[src/design/dbgcb_pkg.sv]
package dbgcb_pkg;

  // ****************************************
  // Command codes
  // ****************************************
  localparam logic [7:0] CMD_ERASE      = 8'h14;  // Mass erase
  localparam logic [7:0] CMD_WR_CFG     = 8'h1D;  // Configuration write
  localparam logic [7:0] CMD_RD_CFG     = 8'h24;  // Configuration read
  localparam logic [7:0] CMD_FETCH_PC   = 8'h28;  // fetch_program_counter_cmd
  localparam logic [7:0] CMD_STATUS     = 8'h34;  // Status read
  localparam logic [7:0] CMD_SET_BRK    = 8'h3B;  // set_breakpoint_cmd
  localparam logic [7:0] CMD_HALT       = 8'h44;  // Halt CPU
  localparam logic [7:0] CMD_RESUME     = 8'h4C;  // Resume CPU
  localparam logic [5:0] CMD_INJECT_HI  = 6'h15;  // inject_instruction_cmd upper bits
  localparam logic [7:0] CMD_STEP       = 8'h5C;  // single_step_cmd
  localparam logic [5:0] CMD_REPLACE_HI = 6'h19;  // Step-with-replacement upper bits
  localparam logic [7:0] CMD_IDENTITY   = 8'h68;  // part_identity_cmd

  // ****************************************
  // Breakpoint control byte fields
  // ****************************************
  localparam int BRK_SLOT_HI = 4;  // Slot select msb
  localparam int BRK_SLOT_LO = 3;  // Slot select lsb
  localparam int BRK_EN_BIT  = 2;  // Slot enable
  localparam int NUM_SLOTS   = 4;  // Breakpoint slots

  // ****************************************
  // Status byte fields
  // ****************************************
  localparam int ST_ERASE_DONE = 7;  // Erase complete
  localparam int ST_HALTED     = 5;  // CPU halted
  localparam int ST_LOCK       = 2;  // Debug lockout bit view

  // ****************************************
  // Reset values and states
  // ****************************************
  localparam logic [7:0] CFG_RESET = 8'h00;  // Configuration reset value

  typedef enum logic [2:0] {
    DBGCB_IDLE = 3'b000,  // Await command
    DBGCB_ARG1 = 3'b001,  // Await argument 1
    DBGCB_ARG2 = 3'b011,  // Await argument 2
    DBGCB_ARG3 = 3'b010,  // Await argument 3
    DBGCB_EXEC = 3'b110   // Run the command
  } dbgcb_state_type;

endpackage : dbgcb_pkg

[src/design/dbgcb_unit.sv]
`timescale 1ns/1ps
// Overview of operation
// - Four breakpoint slots, each enabled separately
// - Enabled slot matching address bus halts CPU
// - Byte one: slot bits 4:3, enable bit 2
// - Bytes two, three: address high, low
// - 0x14 starts mass erase, returns status
// - 0x1D stores configuration, returns status
// - 0x24 returns stored configuration
// - 0x28 returns 16-bit program counter
// - 0x34 returns status byte
// - 0x3B takes three breakpoint bytes
// - 0x44 halts CPU, returns status
// - 0x4C resumes halted CPU, returns status
// - Inject runs instruction while halted, length 1 to 3
// - 0x5C steps one instruction while halted, returns status
// - 0x65-0x67 replaces next instruction, steps, while halted
// - 0x68 returns part number then version
// - Commands one to four bytes, MSB first
// - Locked device accepts only erase, status, identity
module dbgcb_unit
  import dbgcb_pkg::*;
#(
  parameter logic [7:0] PART_NUMBER = 8'hA5,  // Arbitrary value
  parameter logic [7:0] VERSION_ID  = 8'h01,  // Arbitrary value
  parameter int         ADDR_W      = 16      // CPU code address width
) (
  clk,
  sys_rst,
  linkClk,
  linkDataIn,
  linkDataOut,
  linkDataOe_n,
  cpuAddr,
  cpuPc,
  debugLockoutBit,
  eraseDone,
  cpuHalt,
  cpuStep,
  cpuInject,
  cpuInjectLen,
  cpuInjectData,
  eraseStart,
  configByte
);
  input  wire logic              clk;             // 50 MHz clock
  input  wire logic              sys_rst;         // Synchronous reset
  input  wire logic              linkClk;         // Debug link clock
  input  wire logic              linkDataIn;      // Debug data in
  output logic                   linkDataOut;     // Debug data out
  output logic                   linkDataOe_n;    // Low while driving
  input  wire logic [ADDR_W-1:0] cpuAddr;         // CPU code address bus
  input  wire logic [15:0]       cpuPc;           // CPU program counter
  input  wire logic              debugLockoutBit; // 0 locks debug
  input  wire logic              eraseDone;       // Flash erase finished
  output logic                   cpuHalt;         // Hold CPU
  output logic                   cpuStep;         // Step pulse
  output logic                   cpuInject;       // Run supplied instruction
  output logic      [1:0]        cpuInjectLen;    // Supplied length
  output logic      [23:0]       cpuInjectData;   // Supplied bytes
  output logic                   eraseStart;      // Mass erase pulse
  output logic      [7:0]        configByte;      // Debug configuration

  // Comparators and the address bytes are sized for a 16-bit code bus
  if (ADDR_W != 16) begin : g_addr_check
    $error("ADDR_W must be 16");
  end

  // ****************************************
  // Link shifter
  // ****************************************
  logic       rxValid;            // Byte strobe
  logic [7:0] rxByte;             // Byte in
  logic       txBit;              // Reply bit
  logic       txLoad_q, txLoad_d; // Reply load
  logic [7:0] txByte_q, txByte_d; // Reply byte

  dbgcb_shifter u_shift (
    .clk        (clk),
    .sys_rst    (sys_rst),
    .linkClk    (linkClk),
    .linkDataIn (linkDataIn),
    .txLoad     (txLoad_q),
    .txByte     (txByte_q),
    .rxValid    (rxValid),
    .rxByte     (rxByte),
    .txBit      (txBit)
  );

  // ****************************************
  // Decoder helpers
  // ****************************************
  // Number of argument bytes a command carries
  function automatic logic [1:0] argCount(input logic [7:0] c);
    if (c == CMD_SET_BRK) return 2'd3;
    if (c == CMD_WR_CFG) return 2'd1;
    if (c[7:2] == CMD_INJECT_HI || c[7:2] == CMD_REPLACE_HI) return c[1:0];
    return 2'd0;
  endfunction : argCount

  // Known command code check
  function automatic logic isKnown(input logic [7:0] c);
    return (c == CMD_ERASE) || (c == CMD_WR_CFG) || (c == CMD_RD_CFG) ||
           (c == CMD_FETCH_PC) || (c == CMD_STATUS) || (c == CMD_SET_BRK) ||
           (c == CMD_HALT) || (c == CMD_RESUME) || (c == CMD_STEP) ||
           (c == CMD_IDENTITY) ||
           ((c[7:2] == CMD_INJECT_HI || c[7:2] == CMD_REPLACE_HI) && c[1:0] != 2'b00);
  endfunction : isKnown

  // Commands still allowed while locked
  function automatic logic lockExempt(input logic [7:0] c);
    return (c == CMD_ERASE) || (c == CMD_STATUS) || (c == CMD_IDENTITY);
  endfunction : lockExempt

  // ****************************************
  // State
  // ****************************************
  dbgcb_state_type state_q, state_d;
  logic [7:0]  cmd_q, cmd_d;               // Current command
  logic [23:0] args_q, args_d;             // Argument bytes
  logic [1:0]  argLeft_q, argLeft_d;       // Arguments still due
  logic [7:0]  second_q, second_d;         // Second reply byte pending
  logic        secondPend_q, secondPend_d; // Second byte to load
  logic        replyBusy_q, replyBusy_d;   // Reply still being clocked out
  logic [15:0] brkAddr_q [NUM_SLOTS];      // Slot addresses
  logic [15:0] brkAddr_d [NUM_SLOTS];
  logic [NUM_SLOTS-1:0] brkEn_q, brkEn_d;  // Slot enables
  logic        halt_d, step_d, inject_d, erase_d;
  logic [1:0]  injLen_d;
  logic [23:0] injData_d;
  logic [7:0]  cfg_d;
  logic        oe_d;
  logic [NUM_SLOTS-1:0] hit;               // Per-slot match
  logic [7:0]  status;                     // Status byte

  // Breakpoint comparators
  for (genvar i = 0; i < NUM_SLOTS; i++) begin : g_cmp
    assign hit[i] = brkEn_q[i] && (cpuAddr == brkAddr_q[i]);
  end

  assign status = {eraseDone, 1'b0, cpuHalt, 2'b00, debugLockoutBit, 2'b00};

  // Command sequencing, one byte at a time
  always_comb begin
    state_d      = state_q;
    cmd_d        = cmd_q;
    args_d       = args_q;
    argLeft_d    = argLeft_q;
    second_d     = second_q;
    secondPend_d = secondPend_q;
    replyBusy_d  = replyBusy_q;
    brkAddr_d    = brkAddr_q;
    brkEn_d      = brkEn_q;
    halt_d       = cpuHalt | (|hit);
    step_d       = 1'b0;
    inject_d     = 1'b0;
    erase_d      = 1'b0;
    injLen_d     = cpuInjectLen;
    injData_d    = cpuInjectData;
    cfg_d        = configByte;
    txLoad_d     = 1'b0;
    txByte_d     = txByte_q;
    oe_d         = linkDataOe_n;
    unique case (state_q)
      DBGCB_IDLE: begin
        if (rxValid && replyBusy_q) begin
          // Host clocked a reply byte out; it is never decoded as a command
          if (secondPend_q) begin
            txLoad_d     = 1'b1;
            txByte_d     = second_q;  // Second byte only after the first went out
            secondPend_d = 1'b0;
          end else begin
            replyBusy_d = 1'b0;
          end
        end else if (rxValid) begin
          oe_d  = 1'b1;  // Release line for next command
          cmd_d = rxByte;
          if (!isKnown(rxByte)) begin
            state_d = DBGCB_IDLE;
          end else if (!debugLockoutBit && !lockExempt(rxByte)) begin
            state_d = DBGCB_IDLE;
          end else if (argCount(rxByte) != 2'd0) begin
            argLeft_d = argCount(rxByte);
            state_d   = DBGCB_ARG1;
          end else begin
            state_d = DBGCB_EXEC;
          end
        end
      end
      DBGCB_ARG1, DBGCB_ARG2, DBGCB_ARG3: begin
        if (rxValid) begin
          args_d    = {args_q[15:0], rxByte};
          argLeft_d = argLeft_q - 2'd1;
          if (argLeft_q == 2'd1) state_d = DBGCB_EXEC;
          else if (state_q == DBGCB_ARG1) state_d = DBGCB_ARG2;
          else state_d = DBGCB_ARG3;
        end
      end
      DBGCB_EXEC: begin
        state_d  = DBGCB_IDLE;
        txLoad_d = 1'b1;
        oe_d     = 1'b0;
        txByte_d    = status;
        replyBusy_d = 1'b1;    // Following bytes are read-back clocks
        if (cmd_q == CMD_ERASE) begin
          erase_d = 1'b1;
        end else if (cmd_q == CMD_WR_CFG) begin
          cfg_d = args_q[7:0];
        end else if (cmd_q == CMD_RD_CFG) begin
          txByte_d = configByte;
        end else if (cmd_q == CMD_FETCH_PC) begin
          txByte_d     = cpuPc[15:8];
          second_d     = cpuPc[7:0];
          secondPend_d = 1'b1;
        end else if (cmd_q == CMD_SET_BRK) begin
          brkEn_d[args_q[16+BRK_SLOT_HI:16+BRK_SLOT_LO]]   = args_q[16+BRK_EN_BIT];
          brkAddr_d[args_q[16+BRK_SLOT_HI:16+BRK_SLOT_LO]] = args_q[15:0];
          oe_d        = 1'b1;
          txLoad_d    = 1'b0;
          replyBusy_d = 1'b0;  // No reply for this command
        end else if (cmd_q == CMD_HALT) begin
          halt_d = 1'b1;
        end else if (cmd_q == CMD_RESUME) begin
          halt_d = |hit;  // A match in this cycle still wins
        end else if (cmd_q == CMD_STEP) begin
          step_d = cpuHalt;
        end else if (cmd_q == CMD_IDENTITY) begin
          txByte_d     = PART_NUMBER;
          second_d     = VERSION_ID;
          secondPend_d = 1'b1;
        end else if (cmd_q[7:2] == CMD_INJECT_HI || cmd_q[7:2] == CMD_REPLACE_HI) begin
          // Only honoured while halted; replace also steps the counter
          inject_d  = cpuHalt;
          step_d    = cpuHalt && (cmd_q[7:2] == CMD_REPLACE_HI);
          injLen_d  = cmd_q[1:0];
          injData_d = args_q;
        end
      end
      default: state_d = DBGCB_IDLE;
    endcase
  end

  // Registers
  always_ff @(posedge clk) begin
    if (sys_rst) begin
      state_q       <= DBGCB_IDLE;
      cmd_q         <= 8'h00;
      args_q        <= 24'h000000;
      argLeft_q     <= 2'h0;
      second_q      <= 8'h00;
      secondPend_q  <= 1'b0;
      replyBusy_q   <= 1'b0;
      brkEn_q       <= '0;
      for (int i = 0; i < NUM_SLOTS; i++) brkAddr_q[i] <= 16'h0000;
      cpuHalt       <= 1'b0;
      cpuStep       <= 1'b0;
      cpuInject     <= 1'b0;
      cpuInjectLen  <= 2'h0;
      cpuInjectData <= 24'h000000;
      eraseStart    <= 1'b0;
      configByte    <= CFG_RESET;
      txLoad_q      <= 1'b0;
      txByte_q      <= 8'h00;
      linkDataOe_n  <= 1'b1;
      linkDataOut   <= 1'b0;
    end else begin
      state_q       <= state_d;
      cmd_q         <= cmd_d;
      args_q        <= args_d;
      argLeft_q     <= argLeft_d;
      second_q      <= second_d;
      secondPend_q  <= secondPend_d;
      replyBusy_q   <= replyBusy_d;
      brkEn_q       <= brkEn_d;
      brkAddr_q     <= brkAddr_d;
      cpuHalt       <= halt_d;
      cpuStep       <= step_d;
      cpuInject     <= inject_d;
      cpuInjectLen  <= injLen_d;
      cpuInjectData <= injData_d;
      eraseStart    <= erase_d;
      configByte    <= cfg_d;
      txLoad_q      <= txLoad_d;
      txByte_q      <= txByte_d;
      linkDataOe_n  <= oe_d;
      linkDataOut   <= txBit;
    end
  end
endmodule : dbgcb_unit

[src/design/dbgcb_shifter.sv]
`timescale 1ns/1ps
// ****************************************
// Byte shifter for the debug link
// ****************************************
module dbgcb_shifter (
  clk,
  sys_rst,
  linkClk,
  linkDataIn,
  txLoad,
  txByte,
  rxValid,
  rxByte,
  txBit
);
  input  wire logic       clk;         // System clock
  input  wire logic       sys_rst;     // Synchronous reset
  input  wire logic       linkClk;     // Link clock, asynchronous
  input  wire logic       linkDataIn;  // Link data, asynchronous
  input  wire logic       txLoad;      // Load a reply byte
  input  wire logic [7:0] txByte;      // Reply byte
  output logic            rxValid;     // One byte received, pulse
  output logic      [7:0] rxByte;      // Received byte
  output logic            txBit;       // Current reply bit

  // Two-stage synchronisers; stage one only feeds stage two
  logic [1:0] clkSync_q, datSync_q;
  logic       clkPrev_q;              // Last synced clock
  logic [7:0] rxSh_q, rxSh_d;          // Receive shift
  logic [2:0] rxCnt_q, rxCnt_d;        // Bits received
  logic [7:0] txSh_q, txSh_d;          // Transmit shift
  logic       txArm_q, txArm_d;        // Host clocked since last load
  logic       rxValid_d;
  logic       riseEdge, fallEdge;

  assign riseEdge = clkSync_q[1] & ~clkPrev_q;
  assign fallEdge = ~clkSync_q[1] & clkPrev_q;

  // Sample on rising edge, shift reply on falling edge, MSB first
  always_comb begin
    rxSh_d    = rxSh_q;
    rxCnt_d   = rxCnt_q;
    txSh_d    = txSh_q;
    rxValid_d = 1'b0;
    txArm_d   = txArm_q;
    if (riseEdge) begin
      rxSh_d  = {rxSh_q[6:0], datSync_q[1]};
      rxCnt_d = rxCnt_q + 3'h1;
      txArm_d = 1'b1;
      if (rxCnt_q == 3'h7) begin
        rxValid_d = 1'b1;
      end
    end
    if (txLoad) begin
      // Bit 7 stands until the falling edge after the host's next rising edge; the falling edge
      // that closes the command byte must not shift it away. Holds while
      // a link half period spans at least four system clocks.
      txSh_d  = txByte;
      txArm_d = 1'b0;
    end else if (fallEdge && txArm_q) begin
      txSh_d = {txSh_q[6:0], 1'b0};
    end
  end

  always_ff @(posedge clk) begin
    if (sys_rst) begin
      clkSync_q <= 2'h0;
      datSync_q <= 2'h0;
      clkPrev_q <= 1'b0;
      rxSh_q    <= 8'h00;
      rxCnt_q   <= 3'h0;
      txSh_q    <= 8'h00;
      txArm_q   <= 1'b0;
      rxValid   <= 1'b0;
    end else begin
      clkSync_q <= {clkSync_q[0], linkClk};
      datSync_q <= {datSync_q[0], linkDataIn};
      clkPrev_q <= clkSync_q[1];
      rxSh_q    <= rxSh_d;
      rxCnt_q   <= rxCnt_d;
      txSh_q    <= txSh_d;
      txArm_q   <= txArm_d;
      rxValid   <= rxValid_d;
    end
  end

  assign rxByte = rxSh_q;
  assign txBit  = txSh_q[7];

endmodule : dbgcb_shifter

[config.mk]
export PLATFORM = sky130hd
export DESIGN_NAME = dbgcb_unit
export DESIGN_NICKNAME = d
export VERILOG_FILES = /design/src/design/dbgcb_pkg.sv /design/src/design/dbgcb_unit.sv /design/src/design/dbgcb_shifter.sv
export SDC_FILE = /design/constraint.sdc
export NUM_CORES = 1
export LEC_CHECK = 0
export BUFFER_PORTS_ARGS = -buffer_cell sky130_fd_sc_hd__buf_2
export CORE_AREA = 2 2 118 165
export DETAILED_ROUTE_END_ITERATION = 12
export DIE_AREA = 0 0 120 167
export GPL_TIMING_DRIVEN = 0
export PLACE_DENSITY = 0.73
export SLEW_MARGIN = 10
export SYNTH_ARGS = -nofsm -noshare
export SYNTH_HDL_FRONTEND = slang
export SYNTH_SLANG_ARGS = --single-unit
export TNS_END_PERCENT = 30
[constraint.sdc]
create_clock -name clk -period 3.1 [get_ports clk]
set_clock_uncertainty 0.05 [all_clocks]
set_input_delay 0.31 -clock clk [delete_from_list [all_inputs] [get_ports clk]]
set_output_delay 0.31 -clock clk [all_outputs]
set_load 0.01 [all_outputs]
Word level (Yosys, flattened, before mapping)
Cells that the tools add are included.
{ "totals": {"register_bits": 190, "out_inout_bits": 40, "memories": 0, "inputBits": 38, "mem_bits_ro": 0, "ramBits": 0, "latchBits": 0, "wordCells": 304} }
{ "op_classes": {"n_addsub": 2, "n_div": 0, "n_reduce_logical": 53, "n_mul": 0, "order_cmp": 4, "mux": 141, "bitwise_logic": 19, "shifts": 0, "n_eq_ne": 54} }
{ "op_table": {"columns": ["op", "n"], "rows": [
  ["8-bit 2-to-1 mux", 19],
  ["1-bit 2-to-1 mux", 83],
  ["64-bit bitwise mux", 1],
  ["16-bit equality test", 4],
  ["8-bit by 7-bit equality test with 1-bit output, second input constant", 8],
  ["8-bit by 6-bit equality test with 1-bit output, second input constant", 7],
  ["2-bit 2-to-1 mux", 20],
  ["16-bit demux with 2-bit select", 1],
  ["8-bit by 5-bit equality test with 1-bit output, second input constant", 4],
  ["2-bit != test, second input constant", 14],
  ["6-bit by 5-bit equality test with 1-bit output, second input constant", 4],
  ["3-bit 2-to-1 mux", 7],
  ["3-bit AND reduction", 6],
  ["16-bit 2-to-1 mux", 1],
  ["8-bit one-hot mux with 2 select lines", 1],
  ["3-bit != test, second input constant", 5],
  ["1-bit inverter", 15],
  ["1-bit logical OR", 14],
  ["2-bit nonzero test", 6],
  ["12-bit OR reduction", 1],
  ["1-bit logical AND", 11],
  ["11-bit AND reduction", 1],
  ["10-bit AND reduction", 1],
  ["9-bit AND reduction", 1],
  ["other kinds (28)", 38]
]} }

Depth between registers and ports, before layout
{ "logic_depth": {"ltp_word": 67, "depth_mapped": 10} }

By module
From an unflattened synthesis, not the netlist that was laid out.
{ "unflattened": {"cells_unflattened": 956, "hier_area_um2": 8465.6} }
{ "modules_own_cells": {"columns": ["mod", "cells_each", "n_inst", "area_per_inst_um2", "seq_area_each_um2"], "rows": [
  ["dbgcb_unit", 846, 1, 7458.4, 3283.1],
  ["dbgcb_shifter", 110, 1, 1007.2, 520.5]
]} }

Least setup slack after synthesis
No wires, ideal clock.
{ "synth_timing": {"path_type": "flip-flop to flip-flop", "from": "reg state_q[2]", "to": "reg cpuInjectData[20]", "arrival_time_ns": 1.881, "setup_time_ns": 0.128, "path_buffers": 3, "setup_slack_ns": 1.042, "stages_incl_launch_ff": 10, "required_time_ns": 2.922, "path_cell_list": "dfxtp_1 buf_4 nand2_2 or2_4 or3_1 or3_1 buf_6 buf_6 mux2i_1 nor2_1"} }
{ "synth_via": {"elab_chain_cells": 2} }
{ "synth_lines": {"columns": ["item", "line_no", "source"], "rows": [
  ["from (decl)", "dbgcb_unit.sv:118", "dbgcb_state_type state_q, state_d;"],
  ["from (signal assigned)", "dbgcb_unit.sv:267", "state_q <= state_d;"],
  ["3-bit equality test", "dbgcb_unit.sv:164", "unique case (state_q)"],
  ["11-bit AND reduction (no source line)", null, null],
  ["to (signal assigned)", "dbgcb_unit.sv:280", "cpuInjectData <= injData_d;"],
  ["to (decl)", "dbgcb_unit.sv:60", "output logic [23:0] cpuInjectData;"]
]} }
Every way passes these cells.
A chain may end at the register's enable or synchronous reset.

Worst setup path in the final report
{ "layout_timing": {"from": "reg cmd_q[7]", "to": "reg brkAddr_q[53] in the netlist's numbering"} }
{ "layout_via": {"elab_chain_cells": 3, "word_cells_on_any_way": 10, "classes_between": "eq/ne: 5; bitwise: 4; reduce/logical: 1"} }
{ "layout_lines": {"columns": ["item", "line_no", "source"], "rows": [
  ["from (decl)", "dbgcb_unit.sv:119", "logic [7:0] cmd_q, cmd_d;"],
  ["from (signal assigned)", "dbgcb_unit.sv:268", "cmd_q <= cmd_d;"],
  ["8-bit by 6-bit equality test with 1-bit output, or another cell as far along", "dbgcb_unit.sv:211", "end else if (cmd_q == CMD_FETCH_PC) begin"],
  ["1-bit inverter (no source line)", null, null],
  ["6-bit AND reduction (no source line) *", null, null],
  ["to (signal assigned)", "dbgcb_unit.sv:275", "brkAddr_q <= brkAddr_d;"],
  ["to (decl)", "dbgcb_unit.sv:125", "logic [15:0] brkAddr_q [NUM_SLOTS];"]
]} }
Every way passes the cells marked *; elsewhere a longest branch is shown, timed or not.

==> run metrics <==
period utilization around four fifths; Slowest Stage Delay on Critical Path 0.55 ns; hold_sp linkClk; Clock Latency Late Sink approximately 0.45 ns; synthesized area about 8200 µm²; CP Launch Type flip-flop; Mean Syn Cell Area slightly above 8 µm²; Clock transition at path regs approximately 0.07 ns; endpoints failing setup 0; Worst Hold Endpoint u_shift.clkSync_q[0]; first-pass GRT wire length 36000 µm; Rel. slew slack approximately two fifths; post-synthesis net count about 1000; layout cell share with drive strength beyond 1 approximately 11%; Peak VDD IR ~0.37 mV; Post-CTS Hold Buffers 0; Req. time, crit path about 3.4 ns; Post-DP HPWL roughly 17000 µm; Pwr Density ~530 nW/µm²; number of synthesized flops with an enable pin 0; WL/cell roughly 17 µm; pin count of the biggest net entering global routing 18; DR vias 7170; clk sink count 190; Cell variety after synth just under 60; post-route setup TNS 0 ns; Yosys reg bits 190; Die Width 120 µm; row count just under 60; Arrival @ worst endpoint ~2.8 ns; routability congestion estimate ~0.94; Max Cap Viol 0; PortBufs 60; Final Max Tran Viols 0; Tot GR Track Use 23.2%; Setup crit end kind flip-flop; initial antenna violation count 0; most frequent cells in the layout nand2_1, dfxtp_1, a21oi_1; status finished, final reports clean; DRT Wirelength ~23000 µm; WS Path Type flip-flop to flip-flop; Hold Path Depth 2; crit path cell chain nor2_1 > nand4_1 > or2_1 > clkbuf_1 > nor3_2 > buf_4 > nand2_1 > a21oi_1; ANT cells 0; r2r startpoint cmd_q[7]; number of global-route vias before repair approximately 6800; final hold vios 0; reg-to-reg endpoint brkAddr_q[53]; PostCTS Resize Cnt 0; Final ANT Viol Nets 0; # DRC 0; root buffer cell clkbuf_16; fillers roughly 1800; # H-tree levels 4; Die Y approximately 170 µm; FF-to-FF path depth 8; max frequency just over 0.4 GHz; yosys warns 0; # nets final between 1000 and 1500; vias per cell approximately 5.4; drt first pass iters 5; unrepaired setup endpoints after global routing false; TritonCTS clock tree yes; initial core utilization between 40 and 50%; Leak Pwr ~3.5 nW; CP max-delay cell nor3_2; Area Overhead vs Synth 15.2%; sequential fraction of the synthesis area a little under half; top_reg_cell synth dfxtp_1; flop2flop setup slack 0.63 ns; Final Util about half; Slew @ Worst Pin ~0.88 ns; Bufs on Longest Clock Path 2; core area approximately 19000 µm²; cells after synthesis 996; Post-CTS Setup Bufs 0; worst-path maximum fanout 10; Final min period 2.47 ns; total gr overflow 0; TritonCTS buffer count 17; initial DRC count about 630; hold crit path type primary input to flip-flop; # IOs 78; Die ar. roughly 20000 µm²; commonest non-fill, non-tap cell in the layout nand2_1; Synth async-reset ratio 0%
-- registers in the layout (all words and copies together) (netlist names), 2 cells and up --
register and count:
cpuInjectLen 2, brkAddr_q 64, argLeft_q 2, u_shift.datSync_q 2
configByte 8, u_shift.rxByte 8, brkEn_q 4, txByte_q 8
cmd_q 8, state_q 3, cpuInjectData 24, args_q 24
u_shift.txSh_q 8, u_shift.rxCnt_q 3, u_shift.clkSync_q 2, second_q 8
-- metal layers --
layer,part of all wire (%),track usage [%],wire (µm),vias to the layer above
met4,5.5,14.3,1270,0
met2,52,41.5,12000,248
met3,4.4,3.87,1020,82
met5,0,0,0,-
met1,38,25.0,8870,3350
li1,-,-,-,3490
-- layout make-up --
type | instances | area (µm²) | area share [%]
tap | 244 | 305 | 3.23
sequential | 190 | 3800 | 40.3
inverter | 7 | 26.3 | 0.278
clock inverter | 14 | 200 | 2.12
multi-input combinational | 713 | 4000 | 42.3
buffer | 86 | 369 | 3.91
clock buffer | 18 | 439 | 4.65
timing repair buffer | 60 | 300 | 3.18
-- logic make-up (layout without fill, tap and decap cells) --
group / Yosys count / in the layout / share of synthesized area [%]
fa+ha+maj: 3 / 3 / 0.458
mux: 51 / 51 / 6.25
xor+xnor: 66 / 66 / 7.05
compound gates: 180 / 180 / 12.4
flops: 190 / 190 / 46.4
simple gates: 413 / 413 / 22.6
buf+inv: 93 / 185 / 4.83
-- power breakdown --
group	switching, mW	internal (mW)	total (mW)
clock	1.00	1.39	2.39
sequential	0.00262	2.44	2.45
combinational	0.111	0.0521	0.163
-- worst max-delay path, delay by kind of cell (launching register included) --
family                 cells  cell delay (ns)
AND/OR/NAND/NOR            5             1.36
buffers and inverters      2             0.47
flip-flops                 1             0.36
AO/OA/AOI/OAI              1             0.16
-- cells in the mapped netlist, drive strengths merged (2+ instances only) --
library cell,n,area share [%]
a2111oi,3,0.32
a211oi,10,0.92
a21oi,128,7.8
a22o,4,0.43
a22oi,2,0.18
a311oi,2,0.21
a31oi,3,0.23
and3,3,0.23
and4b,2,0.24
buf,18,1.4
clkbuf,68,3.1
dfxtp,190,46
ha,3,0.46
inv,7,0.32
mux2i,50,6.1
nand2,235,11
nand2b,8,0.61
nand3,17,1.0
nand3b,3,0.27
nand4,13,0.99
nor2,74,3.4
nor2b,13,0.99
nor3,15,1.0
nor3b,5,0.73
nor4,8,0.61
nor4b,2,0.29
o21a,2,0.18
o21ai,15,0.92
o221ai,2,0.21
o22ai,2,0.15
or2,3,0.26
or3,5,0.38
xnor2,62,6.6
xor2,4,0.43
-- through the flow --
stage	power [mW]	instances	hold slack (ns)	worst slack, ns	cell area, µm²
2_1_floorplan	2.60	996	0.364	1.04	8190
3_3_place_gp	2.66	1300	0.387	0.721	8800
3_5_place_dp	2.66	1300	0.392	0.748	8800
4_1_cts	5.01	1332	0.0219	0.737	9440
5_1_grt	5.13	1332	0.0318	0.530	9440
6_report	5.00	1332	0.0274	0.633	9440
-- worst max-delay path by stage --
stage | to | depth (start not counted) | startpoint
after global routing | second_q[0] | 5 | cmd_q[3]
after floorplan | cpuInjectData[20] | 9 | state_q[2]
after detailed placement | brkAddr_q[55] | 8 | cmd_q[1]
after CTS | brkAddr_q[55] | 8 | cmd_q[1]
after global placement | brkAddr_q[55] | 8 | cmd_q[1]
final | brkAddr_q[53] | 8 | cmd_q[7]
Power figures use the tool's default switching activity.
